**config.mk**
```make
export PLATFORM = sky130hd
export DESIGN_NAME = ptr_result_regs
export DESIGN_NICKNAME = d
export VERILOG_FILES = /design/src/hw/ptr_pkg.sv /design/src/hw/ptr_result_regs.sv
export SDC_FILE = /design/constraint.sdc
export NUM_CORES = 1
export LEC_CHECK = 0
export ABC_AREA = 1
export BUFFER_PORTS_ARGS = -buffer_cell sky130_fd_sc_hd__buf_4
export CAP_MARGIN = 20
export CELL_PAD_IN_SITES_DETAIL_PLACEMENT = 0
export CELL_PAD_IN_SITES_GLOBAL_PLACEMENT = 1
export CORE_MARGIN = 2
export CORE_UTILIZATION = 36
export DETAILED_ROUTE_END_ITERATION = 10
export HOLD_SLACK_MARGIN = 0.03
export PLACE_DENSITY_LB_ADDON = 0.1
export SKIP_LAST_GASP = 1
export SLEW_MARGIN = 20
export SYNTH_ARGS = -nofsm -noshare
export SYNTH_HDL_FRONTEND = slang
export SYNTH_SLANG_ARGS = --single-unit
```
**constraint.sdc**
```tcl
create_clock -name mclk -period 2.15 [get_ports mclk]
set_clock_uncertainty 0.15 [all_clocks]
set_input_delay 0.43 -clock mclk [delete_from_list [all_inputs] [get_ports mclk]]
set_output_delay 0.43 -clock mclk [all_outputs]
set_load 0.005 [all_outputs]
```
**src/hw/ptr_pkg.sv**
```systemverilog
// Purpose: shared constants and types for the pressure/temperature result registers
// Assumes: byte-wide register port driven by the serial slave front end
// Notes: subaddresses are the device's own register map
package ptr_pkg;
  localparam logic [7:0] PTR_SUB_STATUS = 8'h27;
  localparam logic [7:0] PTR_SUB_P_LOW = 8'h28;
  localparam logic [7:0] PTR_SUB_P_MID = 8'h29;
  localparam logic [7:0] PTR_SUB_P_HIGH = 8'h2A;
  localparam logic [7:0] PTR_SUB_T_LOW = 8'h2B;
  localparam logic [7:0] PTR_SUB_T_HIGH = 8'h2C;
  localparam logic [7:0] PTR_SUB_RESET = 8'h00;
  localparam logic [23:0] PTR_P_RESET = 24'h000000;
  localparam logic [15:0] PTR_T_RESET = 16'h0000;
  localparam logic [7:0] PTR_RD_RESET = 8'h00;
  localparam int PTR_BIT_P_NEW = 0;
  localparam int PTR_BIT_T_NEW = 1;
  localparam int PTR_BIT_P_OVR = 4;
  localparam int PTR_BIT_T_OVR = 5;

  typedef struct packed {
    logic new_flag;
    logic overrun;
  } ptr_flags_s;
endpackage : ptr_pkg

```
**src/hw/ptr_result_regs.sv**
```systemverilog
// Purpose: result registers for pressure and temperature, read byte-wise by the serial master
// Assumes: conversion results arrive as one-cycle strobes; txn_active is high for a whole bus transfer
// Notes: results arriving during a transfer wait in a pending slot until the transfer ends
//
// Summary of operation
// each pressure result is one 24-bit two's-complement value readable as a whole.
// pressure bits 7..0 sit at 28h, 15..8 at 29h and 23..16 at 2Ah.
// the pressure reported is the measured pressure minus the offset reference.
// pressure is 1/4096 hPa per count with full-scale select 0 and 1/2048 hPa with it set.
// temperature is a 16-bit value with its low byte at 2Bh and high byte at 2Ch.
// temperature is two's complement so sub-zero values are negative counts.
// one temperature count is 0.01 degree Celsius.
// writes never alter the three pressure result bytes.
// writes never alter the two temperature result bytes.
// with auto-increment on the subaddress advances after each byte.
// a new pressure result sets the available flag, and overwriting an unread one sets overrun; replacing a pending one as it commits does not.
// a new temperature result sets its available flag, and overwriting an unread one sets overrun; replacing a pending one as it commits does not.
// all bytes of one result stay stable during a multi-byte read.
`timescale 1ns/1ns
module ptr_result_regs
  import ptr_pkg::*;
(
  input wire logic mclk,
  input wire logic reset,
  input wire logic addr_load,
  input wire logic [7:0] addr_in,
  input wire logic rd_req,
  input wire logic wr_req,
  input wire logic [7:0] wr_data,
  input wire logic txn_active,
  input wire logic auto_inc,
  input wire logic full_scale_select,
  input wire logic [15:0] pressure_offset_reference,
  input wire logic [23:0] p_raw,
  input wire logic p_raw_valid,
  input wire logic [15:0] t_raw,
  input wire logic t_raw_valid,
  output logic [7:0] rd_data_r,
  output logic rd_valid_r,
  output logic [7:0] sub_addr_r,
  output logic pressure_new_flag_r,
  output logic pressure_overrun_r,
  output logic temperature_new_flag_r,
  output logic temperature_overrun_r
);

  // ----------------------------------------
  // pressure arithmetic
  // ----------------------------------------
  logic signed [23:0] p_diff;
  logic signed [23:0] p_calc;
  // raw counts are 1/4096 hPa; offset is sign-extended into the same units
  assign p_diff = $signed(p_raw) - $signed({{8{pressure_offset_reference[15]}}, pressure_offset_reference});
  assign p_calc = full_scale_select ? (p_diff >>> 1) : p_diff;

  // ----------------------------------------
  // result and pending state
  // ----------------------------------------
  logic [23:0] pressure_result_bits_r, pressure_result_bits_nxt;
  logic [15:0] temperature_result_bits_r, temperature_result_bits_nxt;
  logic [23:0] p_pend_r, p_pend_nxt;
  logic [15:0] t_pend_r, t_pend_nxt;
  logic p_pend_v_r, p_pend_v_nxt;
  logic t_pend_v_r, t_pend_v_nxt;
  logic p_commit, t_commit;
  logic [23:0] p_src;
  logic [15:0] t_src;

  // commit only between transfers so a burst never mixes two conversions
  assign p_commit = !txn_active && (p_raw_valid || p_pend_v_r);
  assign t_commit = !txn_active && (t_raw_valid || t_pend_v_r);
  assign p_src = p_raw_valid ? p_calc : p_pend_r;
  assign t_src = t_raw_valid ? t_raw : t_pend_r;

  always_comb begin
    pressure_result_bits_nxt = pressure_result_bits_r;
    temperature_result_bits_nxt = temperature_result_bits_r;
    p_pend_nxt = p_pend_r;
    t_pend_nxt = t_pend_r;
    p_pend_v_nxt = p_pend_v_r;
    t_pend_v_nxt = t_pend_v_r;
    // bus writes have no path into the result registers
    if (p_commit) begin
      pressure_result_bits_nxt = p_src;
      p_pend_v_nxt = 1'b0;
    end else if (p_raw_valid) begin
      p_pend_nxt = p_calc;
      p_pend_v_nxt = 1'b1;
    end
    if (t_commit) begin
      temperature_result_bits_nxt = t_src;
      t_pend_v_nxt = 1'b0;
    end else if (t_raw_valid) begin
      t_pend_nxt = t_raw;
      t_pend_v_nxt = 1'b1;
    end
  end

  always_ff @(posedge mclk) begin
    if (reset) begin
      pressure_result_bits_r <= PTR_P_RESET;
      temperature_result_bits_r <= PTR_T_RESET;
      p_pend_r <= PTR_P_RESET;
      t_pend_r <= PTR_T_RESET;
      p_pend_v_r <= 1'b0;
      t_pend_v_r <= 1'b0;
    end else begin
      pressure_result_bits_r <= pressure_result_bits_nxt;
      temperature_result_bits_r <= temperature_result_bits_nxt;
      p_pend_r <= p_pend_nxt;
      t_pend_r <= t_pend_nxt;
      p_pend_v_r <= p_pend_v_nxt;
      t_pend_v_r <= t_pend_v_nxt;
    end
  end

  // ----------------------------------------
  // status flags
  // ----------------------------------------
  ptr_flags_s p_flags_nxt, t_flags_nxt;
  logic p_rd_clr, t_rd_clr;
  // reading the top byte marks the result as taken
  assign p_rd_clr = rd_req && (sub_addr_r == PTR_SUB_P_HIGH);
  assign t_rd_clr = rd_req && (sub_addr_r == PTR_SUB_T_HIGH);

  always_comb begin
    p_flags_nxt.new_flag = pressure_new_flag_r;
    p_flags_nxt.overrun = pressure_overrun_r;
    t_flags_nxt.new_flag = temperature_new_flag_r;
    t_flags_nxt.overrun = temperature_overrun_r;
    if (p_rd_clr) begin
      p_flags_nxt = '{new_flag: 1'b0, overrun: 1'b0};
    end
    if (t_rd_clr) begin
      t_flags_nxt = '{new_flag: 1'b0, overrun: 1'b0};
    end
    // set after clear so a same-cycle event is never lost
    if (p_commit) begin
      p_flags_nxt.new_flag = 1'b1;
      if (pressure_new_flag_r) begin
        p_flags_nxt.overrun = 1'b1;
      end
    end
    if (p_raw_valid && p_pend_v_r && !p_commit) begin
      p_flags_nxt.overrun = 1'b1;
    end
    if (t_commit) begin
      t_flags_nxt.new_flag = 1'b1;
      if (temperature_new_flag_r) begin
        t_flags_nxt.overrun = 1'b1;
      end
    end
    if (t_raw_valid && t_pend_v_r && !t_commit) begin
      t_flags_nxt.overrun = 1'b1;
    end
  end

  always_ff @(posedge mclk) begin
    if (reset) begin
      pressure_new_flag_r <= 1'b0;
      pressure_overrun_r <= 1'b0;
      temperature_new_flag_r <= 1'b0;
      temperature_overrun_r <= 1'b0;
    end else begin
      pressure_new_flag_r <= p_flags_nxt.new_flag;
      pressure_overrun_r <= p_flags_nxt.overrun;
      temperature_new_flag_r <= t_flags_nxt.new_flag;
      temperature_overrun_r <= t_flags_nxt.overrun;
    end
  end

  // ----------------------------------------
  // register port
  // ----------------------------------------
  logic [7:0] sub_addr_nxt, rd_data_nxt;
  logic rd_valid_nxt;

  always_comb begin
    sub_addr_nxt = sub_addr_r;
    rd_data_nxt = rd_data_r;
    rd_valid_nxt = rd_req;
    if (rd_req) begin
      case (sub_addr_r)
        PTR_SUB_STATUS: begin
          rd_data_nxt = 8'h00;
          rd_data_nxt[PTR_BIT_P_NEW] = pressure_new_flag_r;
          rd_data_nxt[PTR_BIT_T_NEW] = temperature_new_flag_r;
          rd_data_nxt[PTR_BIT_P_OVR] = pressure_overrun_r;
          rd_data_nxt[PTR_BIT_T_OVR] = temperature_overrun_r;
        end
        PTR_SUB_P_LOW: rd_data_nxt = pressure_result_bits_r[7:0];
        PTR_SUB_P_MID: rd_data_nxt = pressure_result_bits_r[15:8];
        PTR_SUB_P_HIGH: rd_data_nxt = pressure_result_bits_r[23:16];
        PTR_SUB_T_LOW: rd_data_nxt = temperature_result_bits_r[7:0];
        PTR_SUB_T_HIGH: rd_data_nxt = temperature_result_bits_r[15:8];
        default: rd_data_nxt = 8'h00;
      endcase
    end
    if (addr_load) begin
      sub_addr_nxt = addr_in;
    end else if ((rd_req || wr_req) && auto_inc) begin
      sub_addr_nxt = sub_addr_r + 8'h01;
    end
  end

  always_ff @(posedge mclk) begin
    if (reset) begin
      sub_addr_r <= PTR_SUB_RESET;
      rd_data_r <= PTR_RD_RESET;
      rd_valid_r <= 1'b0;
    end else begin
      sub_addr_r <= sub_addr_nxt;
      rd_data_r <= rd_data_nxt;
      rd_valid_r <= rd_valid_nxt;
    end
  end

  // ----------------------------------------
  // assertions
  // ----------------------------------------
  property p_pres_result;
    @(posedge mclk) disable iff (reset)
    (p_commit && p_raw_valid) |=> (pressure_result_bits_r == $past(p_calc));
  endproperty
  a_pres_result: assert property (p_pres_result) else $error("pressure result not offset and scaled");

  property p_fs_half;
    @(posedge mclk) disable iff (reset)
    (p_commit && p_raw_valid && full_scale_select && p_pend_v_r == 1'b0)
      |=> (pressure_result_bits_r[23] == $past(p_diff[23]));
  endproperty
  a_fs_half: assert property (p_fs_half) else $error("half scale lost sign");

  property p_rd_p_high;
    @(posedge mclk) disable iff (reset)
    (rd_req && sub_addr_r == PTR_SUB_P_HIGH && !p_commit)
      |=> rd_valid_r && (rd_data_r == pressure_result_bits_r[23:16]);
  endproperty
  a_rd_p_high: assert property (p_rd_p_high) else $error("pressure high byte misplaced");

  property p_rd_t_low;
    @(posedge mclk) disable iff (reset)
    (rd_req && sub_addr_r == PTR_SUB_T_LOW && !t_commit)
      |=> (rd_data_r == temperature_result_bits_r[7:0]);
  endproperty
  a_rd_t_low: assert property (p_rd_t_low) else $error("temperature low byte misplaced");

  property p_t_pass;
    @(posedge mclk) disable iff (reset)
    (t_commit && t_raw_valid) |=> (temperature_result_bits_r == $past(t_raw));
  endproperty
  a_t_pass: assert property (p_t_pass) else $error("temperature altered");

  property p_wr_keep;
    @(posedge mclk) disable iff (reset)
    (wr_req && !p_commit && !t_commit)
      |=> $stable(pressure_result_bits_r) && $stable(temperature_result_bits_r);
  endproperty
  a_wr_keep: assert property (p_wr_keep) else $error("write changed a result");

  property p_inc;
    @(posedge mclk) disable iff (reset)
    (rd_req && auto_inc && !addr_load) |=> (sub_addr_r == $past(sub_addr_r) + 8'h01);
  endproperty
  a_inc: assert property (p_inc) else $error("subaddress did not advance");

  property p_no_inc;
    @(posedge mclk) disable iff (reset)
    (rd_req && !auto_inc && !addr_load) |=> $stable(sub_addr_r);
  endproperty
  a_no_inc: assert property (p_no_inc) else $error("subaddress moved with increment off");

  property p_p_ovr;
    @(posedge mclk) disable iff (reset)
    (p_commit && pressure_new_flag_r) |=> pressure_overrun_r && pressure_new_flag_r;
  endproperty
  a_p_ovr: assert property (p_p_ovr) else $error("pressure overrun missed");

  property p_t_new;
    @(posedge mclk) disable iff (reset)
    t_commit |=> temperature_new_flag_r;
  endproperty
  a_t_new: assert property (p_t_new) else $error("temperature flag not set");

  property p_hold;
    @(posedge mclk) disable iff (reset)
    (txn_active && $past(txn_active)) |=> $stable(pressure_result_bits_r) && $stable(temperature_result_bits_r);
  endproperty
  a_hold: assert property (p_hold) else $error("result changed during transfer");

endmodule : ptr_result_regs

```
[Word-level counts from Yosys, hierarchy flattened]
Index checks and enable logic that the tools add are counted.
Operators by class
  add/subtract/negate cells: 2
  multiply operators: 0
  divide/modulo/power cells: 0
  order comparisons: 0
  equal/unequal tests: 6
  shift-type cells: 0
  muxes and demuxes: 14
  bitwise gates (word level): 0
  reductions and logical operators: 20
Operators by type and width (count)
  $eq 8x6->1 const B: 6
  $pmux 8 s6: 1
  $mux 24: 1
  $sub 24x16->24: 1
  $mux 23: 1
  $mux 16: 1
  $mux 8: 2
  $logic_and 1x1->1: 9
  $add 8x1->8 const B: 1
  $mux 2: 4
  $reduce_bool 2->1: 3
  $mux 1: 4
  $reduce_or 2->1: 2
  $logic_not 1->1: 3
  $logic_or 1x1->1: 3
Word-level totals
  flip-flop bits (word level): 103
  latch bits: 0
  memory bits (writable): 0
  memory bits (read-only): 0
  bits of input ports: 82
  output and inout bits: 21
  memories: 0

[Logic depth before layout (Yosys ltp)]
Gate-level depths: netlist of run 1.
  word-level depth: 6
  gate-level depth with buffers: 17
  mapped depth without buffers: 16

[Least setup slack after synthesis of run 1]
Ideal clock, no wire load.
  path type: in2reg
  start point: input p_raw[0]
  end point: register p_pend_r[3]
  setup time: 0.114 ns
  arrival time: 1.883 ns
  data required time: 1.886 ns
  setup slack: 0.003 ns
  stages: 12
  path buffers: 0
  path through: inv_1 -> ha_1 -> inv_1 -> fa_1 -> nand2_1 -> nand2_1 -> and2_1 -> xnor2_1 -> nor2_1 -> o22a_1 -> o21bai_1 -> inv_1
Between the ends
  cells in the longest elaborated chain, start to end: 3
Ends and longest elaborated chain
  from (decl): RTL line ptr_result_regs.sv:34  | input wire logic [23:0] p_raw,
  $sub 24x16->24: RTL line ptr_result_regs.sv:53  | assign p_diff = $signed(p_raw) - $signed({{8{pressure_offset_reference[15]}}, pressure_offset_reference});
  $mux 23: RTL line ptr_result_regs.sv:54  | assign p_calc = full_scale_select ? (p_diff >>> 1) : p_diff;
  $mux 24
  to (signal assigned): RTL line ptr_result_regs.sv:110  | p_pend_r <= p_pend_nxt;
  to (decl): RTL line ptr_result_regs.sv:61  | logic [23:0] p_pend_r, p_pend_nxt;
Every way passes these cells.
A chain may end at the register's enable or synchronous reset.

[Final worst setup path of run 1]
  start point: input pressure_offset_reference[15]
  end point: register pressure_result_bits_r[23]
Between the ends
  cells in the longest elaborated chain, start to end: 2
Ends and longest elaborated chain
  from (decl): RTL line ptr_result_regs.sv:33  | input wire logic [15:0] pressure_offset_reference,
  $sub 24x16->24: RTL line ptr_result_regs.sv:53
  $mux 24
  to (signal assigned): RTL line ptr_result_regs.sv:108  | pressure_result_bits_r <= pressure_result_bits_nxt;
  to (decl): RTL line ptr_result_regs.sv:59  | logic [23:0] pressure_result_bits_r, pressure_result_bits_nxt;
Every way passes these cells.

==> results of run 1 <==
-- sequential cells by signal (all words and copies together) (netlist names), 8 cells and up --
name / cells
p_pend_r: 24
temperature_result_bits_r: 16
rd_data_r: 8
sub_addr_r: 8
t_pend_r: 16
pressure_result_bits_r: 24
-- synth_stat cells, drive strengths merged --
cell / instances
a221oi: 2
fa: 1
inv: 213
o21bai: 6
xnor2: 5
a211oi: 1
nand3b: 2
nor4: 2
or2: 7
clkbuf: 31
clkinv: 1
buf: 10
nor2: 78
o21ai: 89
o22ai: 3
nand3: 118
dfxtp: 103
a22oi: 2
ha: 27
o22a: 1
nand4: 6
nand2: 283
a31oi: 4
xor2: 8
o221ai: 2
nor3: 4
o2111ai: 1
and2: 2
a21oi: 74
o211ai: 11
-- logic make-up (layout without fill, tap and decap cells) --
| family | after synthesis | count (layout) | share of synthesized area |
|---|---|---|---|
| xor+xnor | 13 | 13 | 0.0170 |
| buf+inv | 255 | 399 | 0.145 |
| compound gates | 196 | 196 | 0.159 |
| fa+ha+maj | 28 | 28 | 0.0535 |
| simple gates | 502 | 502 | 0.317 |
| flops | 103 | 103 | 0.308 |
-- final timing paths --
check / cells after the start / slack [ps] / end / startpoint
setup / recovery: 15 / 140 / pressure_result_bits_r[23]$_SDFFE_PP0P_ / pressure_offset_reference[15]
hold / removal: 3 / 170 / sub_addr_r[6]$_SDFFE_PP0P_ / addr_in[6]
setup reg to reg: 6 / 200 / rd_data_r[2]$_SDFFE_PP0P_ / sub_addr_r[0]$_SDFFE_PP0P_
hold reg to reg: 2 / 300 / t_pend_r[2]$_SDFFE_PP0N_ / t_pend_r[2]$_SDFFE_PP0N_
-- final cells by class --
type / instances / area, sq um / share of cell area
Inverter: 214 / 807 / 0.0906
Multi-Input combinational cell: 739 / 4160 / 0.467
Tap cell: 229 / 287 / 0.0322
Timing Repair Buffer: 169 / 1310 / 0.147
Sequential cell: 103 / 2060 / 0.231
Clock inverter: 7 / 56.3 / 0.00632
Clock buffer: 9 / 225 / 0.0253
-- worst max-delay path, cell delays in order --
cell and delay (ps):
buf_4 100, clkinvlp_4 80, buf_12 150, ha_4 310
nand2_4 60, nor2_2 170, nand2_1 100, nor2_1 90
nand2_1 100, nand4_1 140, nand2_2 60, nand2_2 70
nand3_1 70, o211ai_1 110, inv_1 50
-- power groups by stage --
stage / registers (W) / clock network [W] / logic (W)
after floorplan: 0.00215 / 0 / 0.000863
after global placement: 0.00216 / 0 / 0.00139
after detailed placement: 0.00217 / 0 / 0.00140
after CTS: 0.00212 / 0.00161 / 0.00143
after global routing: 0.00214 / 0.00170 / 0.00179
final: 0.00212 / 0.00158 / 0.00158
-- routing by layer --
layer	wire length [um]	track usage	part of all wire
met5	0	0	0
met4	141	0.0324	0.0072
met3	844	0.0250	0.043
met2	8720	0.314	0.44
met1	9930	0.304	0.51
-- through the flow --
step,area [sq um],setup TNS [ps],hold WS [ps],worst slack (ps),instances
final,8910,0,170,136,1470
after detailed placement,8070,-11650,289,-383,1449
after global placement,8070,-11860,283,-369,1449
after global routing,8910,-254,174,-29.6,1470
after floorplan,6690,0,274,3.15,1097
after CTS,8440,-3.80,164,-3.80,1466
-- what timing repair did --
item / in CTS / in global routing
cloned: 0 / 0
setup endpoints to repair: 1 / 42
resized for setup: 9 / 101
pin swaps: 0 / 37
buffers inserted: 1 / 4
endpoints found under the hold margin: 0 / 0
==> summary.md, run 1 <==
| Metric | Value |
|---|---|
| Post-Syn Area per Cell | 6.10 sq um |
| Layout area overhead | 33.2% |
| CTS tree | done |
| Vias in the first global route | 6571 |
| Netlist Area Pre-Place | 6690 sq um |
| Core Region | 18100 sq um |
| Comb pwr share | 0.299 |
| ANT nets after route | 0 |
| Pwr Total | 0.00528 W |
| Clk slew on worst S/H paths | 70 ps |
| CP endpoint kind | register |
| Crit path time final | 2010 ps |
| Final slew viol count | 0 |
| FILL cells | 1911 |
| Part of the power in registers | 0.402 |
| Clock Power Share | 0.299 |
| PortBufs | 94 |
| H-tree levels | 3 |
| Fin. Hold Viols | 0 |
| Initial drt markers | 400 |
| Post-DR vias/cell | 4.82 |
| Synth area leader | dfxtp_1 |
| Clk root buf | clkbuf_16 |
| CP Class | primary input to register |
| Yosys top cell area share | 0.308 |
| RD Place Congestion | 0.873 |
| FF+latch count, synth | 103 |
| Ys Warns | 0 |
| Pleak | 4.54 nW |
| Cell internal pwr | 0.00353 W |
| Antenna Cells | 0 |
| Die Ht | 140 um |
| Initial core utilization | 0.370 |
| Routed len/inst | 13.4 um |
| Status | completed |
| Most common cell after layout, fill and taps aside | nand2_1 |
| Gate Count Post-Synth | 1097 |
| Gr ovfl total | 0 |
| Via Count | 7088 |
| Gr usage total | 0.202 |
| Routed WL | 19600 um |
| Rows | 49 |
| Layout cell share with drive strength beyond 1 | 0.241 |
| Total CTS buffers | 9 |
| First-pass GRT wire length | 32300 um |
| CP max FO | 7 |
| TritonRoute pass-1 iters | 7 |
| Crit path DAT | 2110 ps |
| Clock Latency Late Sink | 350 ps |
| IO Count | 103 |
| DRC Markers | 0 |
| Worst Max-Slew Pin Slew | 489 ps |
| Final core occ | 0.492 |
| Nets | 1346 |
| # setup viols final | 0 |
| Most frequent cells in the layout | nand2_1 (250), inv_1 (209), buf_4 (164) |
| RSZ-0062 raised after global routing | yes |
| Max Fclk | 497 MHz |
| DP HPWL | 14900 um |
| Startpoint type of the worst setup path | primary input |
| Clk buf depth | 2 |
| Pwr Density | 592 nW/um^2 |
| Clk sinks | 103 |
| Sw Share | 0.331 |
| Sequential area share after synthesis | 0.308 |
| Top cells by area, synth | dfxtp_1 (31%), nand2_1 (16%), inv_1 (12%) |
| Largest net degree at the start of global routing | 66 |
| Syn Nets | 1207 |
| Full die area | 19700 sq um |
| MaxCap Viol Count | 0 |
| Slew margin rel. | 0.674 |
| Sw Pwr | 0.00175 W |
| Final worst-path cycle share | 0.937 |
| Antenna violations before repair | 0 |
| HP Class | primary input to register |
| Distinct cell type count after synthesis | 39 |
| Hold Buf Count CTS | 0 |
| Worst VDD drop | 0.407 mV |
| Die Wd | 140 um |
| Worst Path Required | 2240 ps |
No activity file was read; power rests on OpenSTA's default activity.
==> run 2, diff against run 1 <==
--- a/config.mk
+++ b/config.mk
@@ -10,6 +10,7 @@
 export CAP_MARGIN = 20
 export CELL_PAD_IN_SITES_DETAIL_PLACEMENT = 0
 export CELL_PAD_IN_SITES_GLOBAL_PLACEMENT = 1
+export CORE_ASPECT_RATIO = 1.4
 export CORE_MARGIN = 2
 export CORE_UTILIZATION = 36
 export DETAILED_ROUTE_END_ITERATION = 10
==> summary.md, run 2 (same netlist as run 1, synthesis figures left out) <==
| Metric | Value |
|---|---|
| Status | completed |
| Via Count | 6952 (-1.9%) |
| Routed len/inst | 13.0 um (-2.4%) |
| Die Wd | 119 um (-15%) |
| Startpoint type of the worst setup path | primary input |
| Pwr Density | 597 nW/um^2 (+0.85%) |
| Final core occ | 0.478 (-0.0142) |
| Vias in the first global route | 6240 (-5.0%) |
| Total CTS buffers | 9 (unchanged) |
| Max Fclk | 487 MHz (-1.8%) |
| Slew margin rel. | 0.679 (+0.00481) |
| RSZ-0062 raised after global routing | yes |
| RD Place Congestion | 0.915 (+4.8%) |
| DP HPWL | 15300 um (+2.9%) |
| IO Count | 103 (unchanged) |
| HP Class | primary input to register |
| Most frequent cells in the layout | nand2_1 (255), inv_1 (209), buf_4 (157) |
| Largest net degree at the start of global routing | 47 (-29%) |
| Rows | 59 (+20%) |
| Worst Max-Slew Pin Slew | 482 ps (-7.21 ps) |
| MaxCap Viol Count | 0 (unchanged) |
| Post-DR vias/cell | 4.70 (-2.5%) |
| Top flop regs | p_pend_r (24), pressure_result_bits_r (24) |
| Comb pwr share | 0.291 (-0.008) |
| Layout area overhead | 31.5% |
| Gr ovfl total | 0 (unchanged) |
| DRC Markers | 0 (unchanged) |
| Routed WL | 19300 um (-1.8%) |
| Layout cell share with drive strength beyond 1 | 0.226 (-0.0150) |
| Fin. Hold Viols | 0 (unchanged) |
| Final slew viol count | 0 (unchanged) |
| PortBufs | 94 (unchanged) |
| Clock Power Share | 0.304 (+0.005) |
| Gr usage total | 0.196 (-0.00587) |
| ANT nets after route | 0 (unchanged) |
| TritonRoute pass-1 iters | 7 (unchanged) |
| CTS tree | done |
| Worst VDD drop | 0.333 mV (-18%) |
| Clk root buf | clkbuf_16 |
| Full die area | 19700 sq um (about the same) |
| Clk buf depth | 2 (unchanged) |
| Antenna violations before repair | 0 (unchanged) |
| Sw Share | 0.325 (-0.00594) |
| CP endpoint kind | register |
| H-tree levels | 3 (unchanged) |
| CP max FO | 4 (-3) |
| Final worst-path cycle share | 0.954 (+0.0176) |
| Sw Pwr | 0.00171 W (-2.3%) |
| Nets | 1340 (-0.45%) |
| Hold Buf Count CTS | 0 (unchanged) |
| Die Ht | 165 um (+18%) |
| Antenna Cells | 0 (unchanged) |
| Initial core utilization | 0.364 (-0.00594) |
| CP Class | primary input to register |
| Clock Latency Late Sink | 350 ps (about the same) |
| Clk slew on worst S/H paths | 70 ps (about the same) |
| Clk sinks | 103 (unchanged) |
| Setup_tns | 0 ps (unchanged) |
| Final hold slack | 171 ps (+1.34 ps) |
| Pleak | 4.50 nW (-1.1%) |
| Most common cell after layout, fill and taps aside | nand2_1 |
| Part of the power in registers | 0.405 (+0.003) |
| Worst Path Required | 2250 ps (about the same) |
| Cell internal pwr | 0.00355 W (+0.41%) |
| FILL cells | 1991 (+4.2%) |
| Crit path time final | 2050 ps (+37.9 ps) |
| First-pass GRT wire length | 30600 um (-5.3%) |
| Crit path DAT | 2150 ps (+40 ps) |
| Initial drt markers | 357 (-11%) |
| # setup viols final | 0 (unchanged) |
| Core Region | 18400 sq um (+1.6%) |
[run 2: layer usage]
| layer | vias to the layer above | GRT usage | share of wire |
|---|---|---|---|
| li1 | 3731 | - | - |
| met1 | 3063 | 0.216 | 0.42 |
| met2 | 117 | 0.375 | 0.52 |
| met3 | 41 | 0.0251 | 0.027 |
| met4 | 0 | 0.0839 | 0.041 |
| met5 | - | 0 | 0 |
[run 2: repair_timing]
action | CTS | global route
gates resized for setup | 0 | 94
buffers inserted | 0 | 3
endpoints found under the setup margin | 0 | 39
[run 2: power by group through the flow]
stage | Clock [W] | Sequential, W | Combinational (W)
6_report | 0.00160 | 0.00213 | 0.00153
5_1_grt | 0.00173 | 0.00214 | 0.00172
4_1_cts | 0.00165 | 0.00213 | 0.00140
3_5_place_dp | 0 | 0.00217 | 0.00140
3_3_place_gp | 0 | 0.00217 | 0.00139
2_1_floorplan | 0 | 0.00215 | 0.000863
[run 2: final timing paths]
check | from | endpoint | slack (ps) | cells after the start
min | addr_in[6] | sub_addr_r[6]$_SDFFE_PP0P_ | 170 | 3
max reg2reg | sub_addr_r[1]$_SDFFE_PP0P_ | rd_data_r[5]$_SDFFE_PP0P_ | 280 | 9
max | pressure_offset_reference[15] | pressure_result_bits_r[19]$_SDFFE_PP0P_ | 100 | 15
min reg2reg | t_pend_r[11]$_SDFFE_PP0N_ | t_pend_r[11]$_SDFFE_PP0N_ | 300 | 2
[run 2: worst max-delay path: stages]
cell and delay, ps:
buf_4 100, clkinvlp_4 110, buf_12 160, ha_4 300, nand2_1 90, nor2_2 160
inv_1 50, nor2_1 130, nand3_1 110, nand4_1 140, nand3_2 110, nand3_2 80
nand3_1 60, nand2_1 80, inv_1 40
[run 2: through the flow]
step | cells | power [W] | worst slack [ps] | area, sq um
global route | 1479 | 0.00560 | -33.3 | 8790
CTS | 1477 | 0.00518 | 2.98 | 8350
global placement | 1461 | 0.00356 | -352 | 8060
finish | 1479 | 0.00525 | 98.3 | 8790
floorplan | 1097 | 0.00302 | 3.15 | 6690
detailed placement | 1461 | 0.00357 | -367 | 8060
[run 2: area by class of cell]
class                   instances  area (sq um)  area share
repair buffers                163          1270       0.145
inverters                     214           807      0.0918
multi-input cells             739          4050       0.461
clock inverters                 6          52.6     0.00598
flip-flops and latches        103          2060       0.235
well taps                     244           305      0.0347
clock buffers                  10           239      0.0272
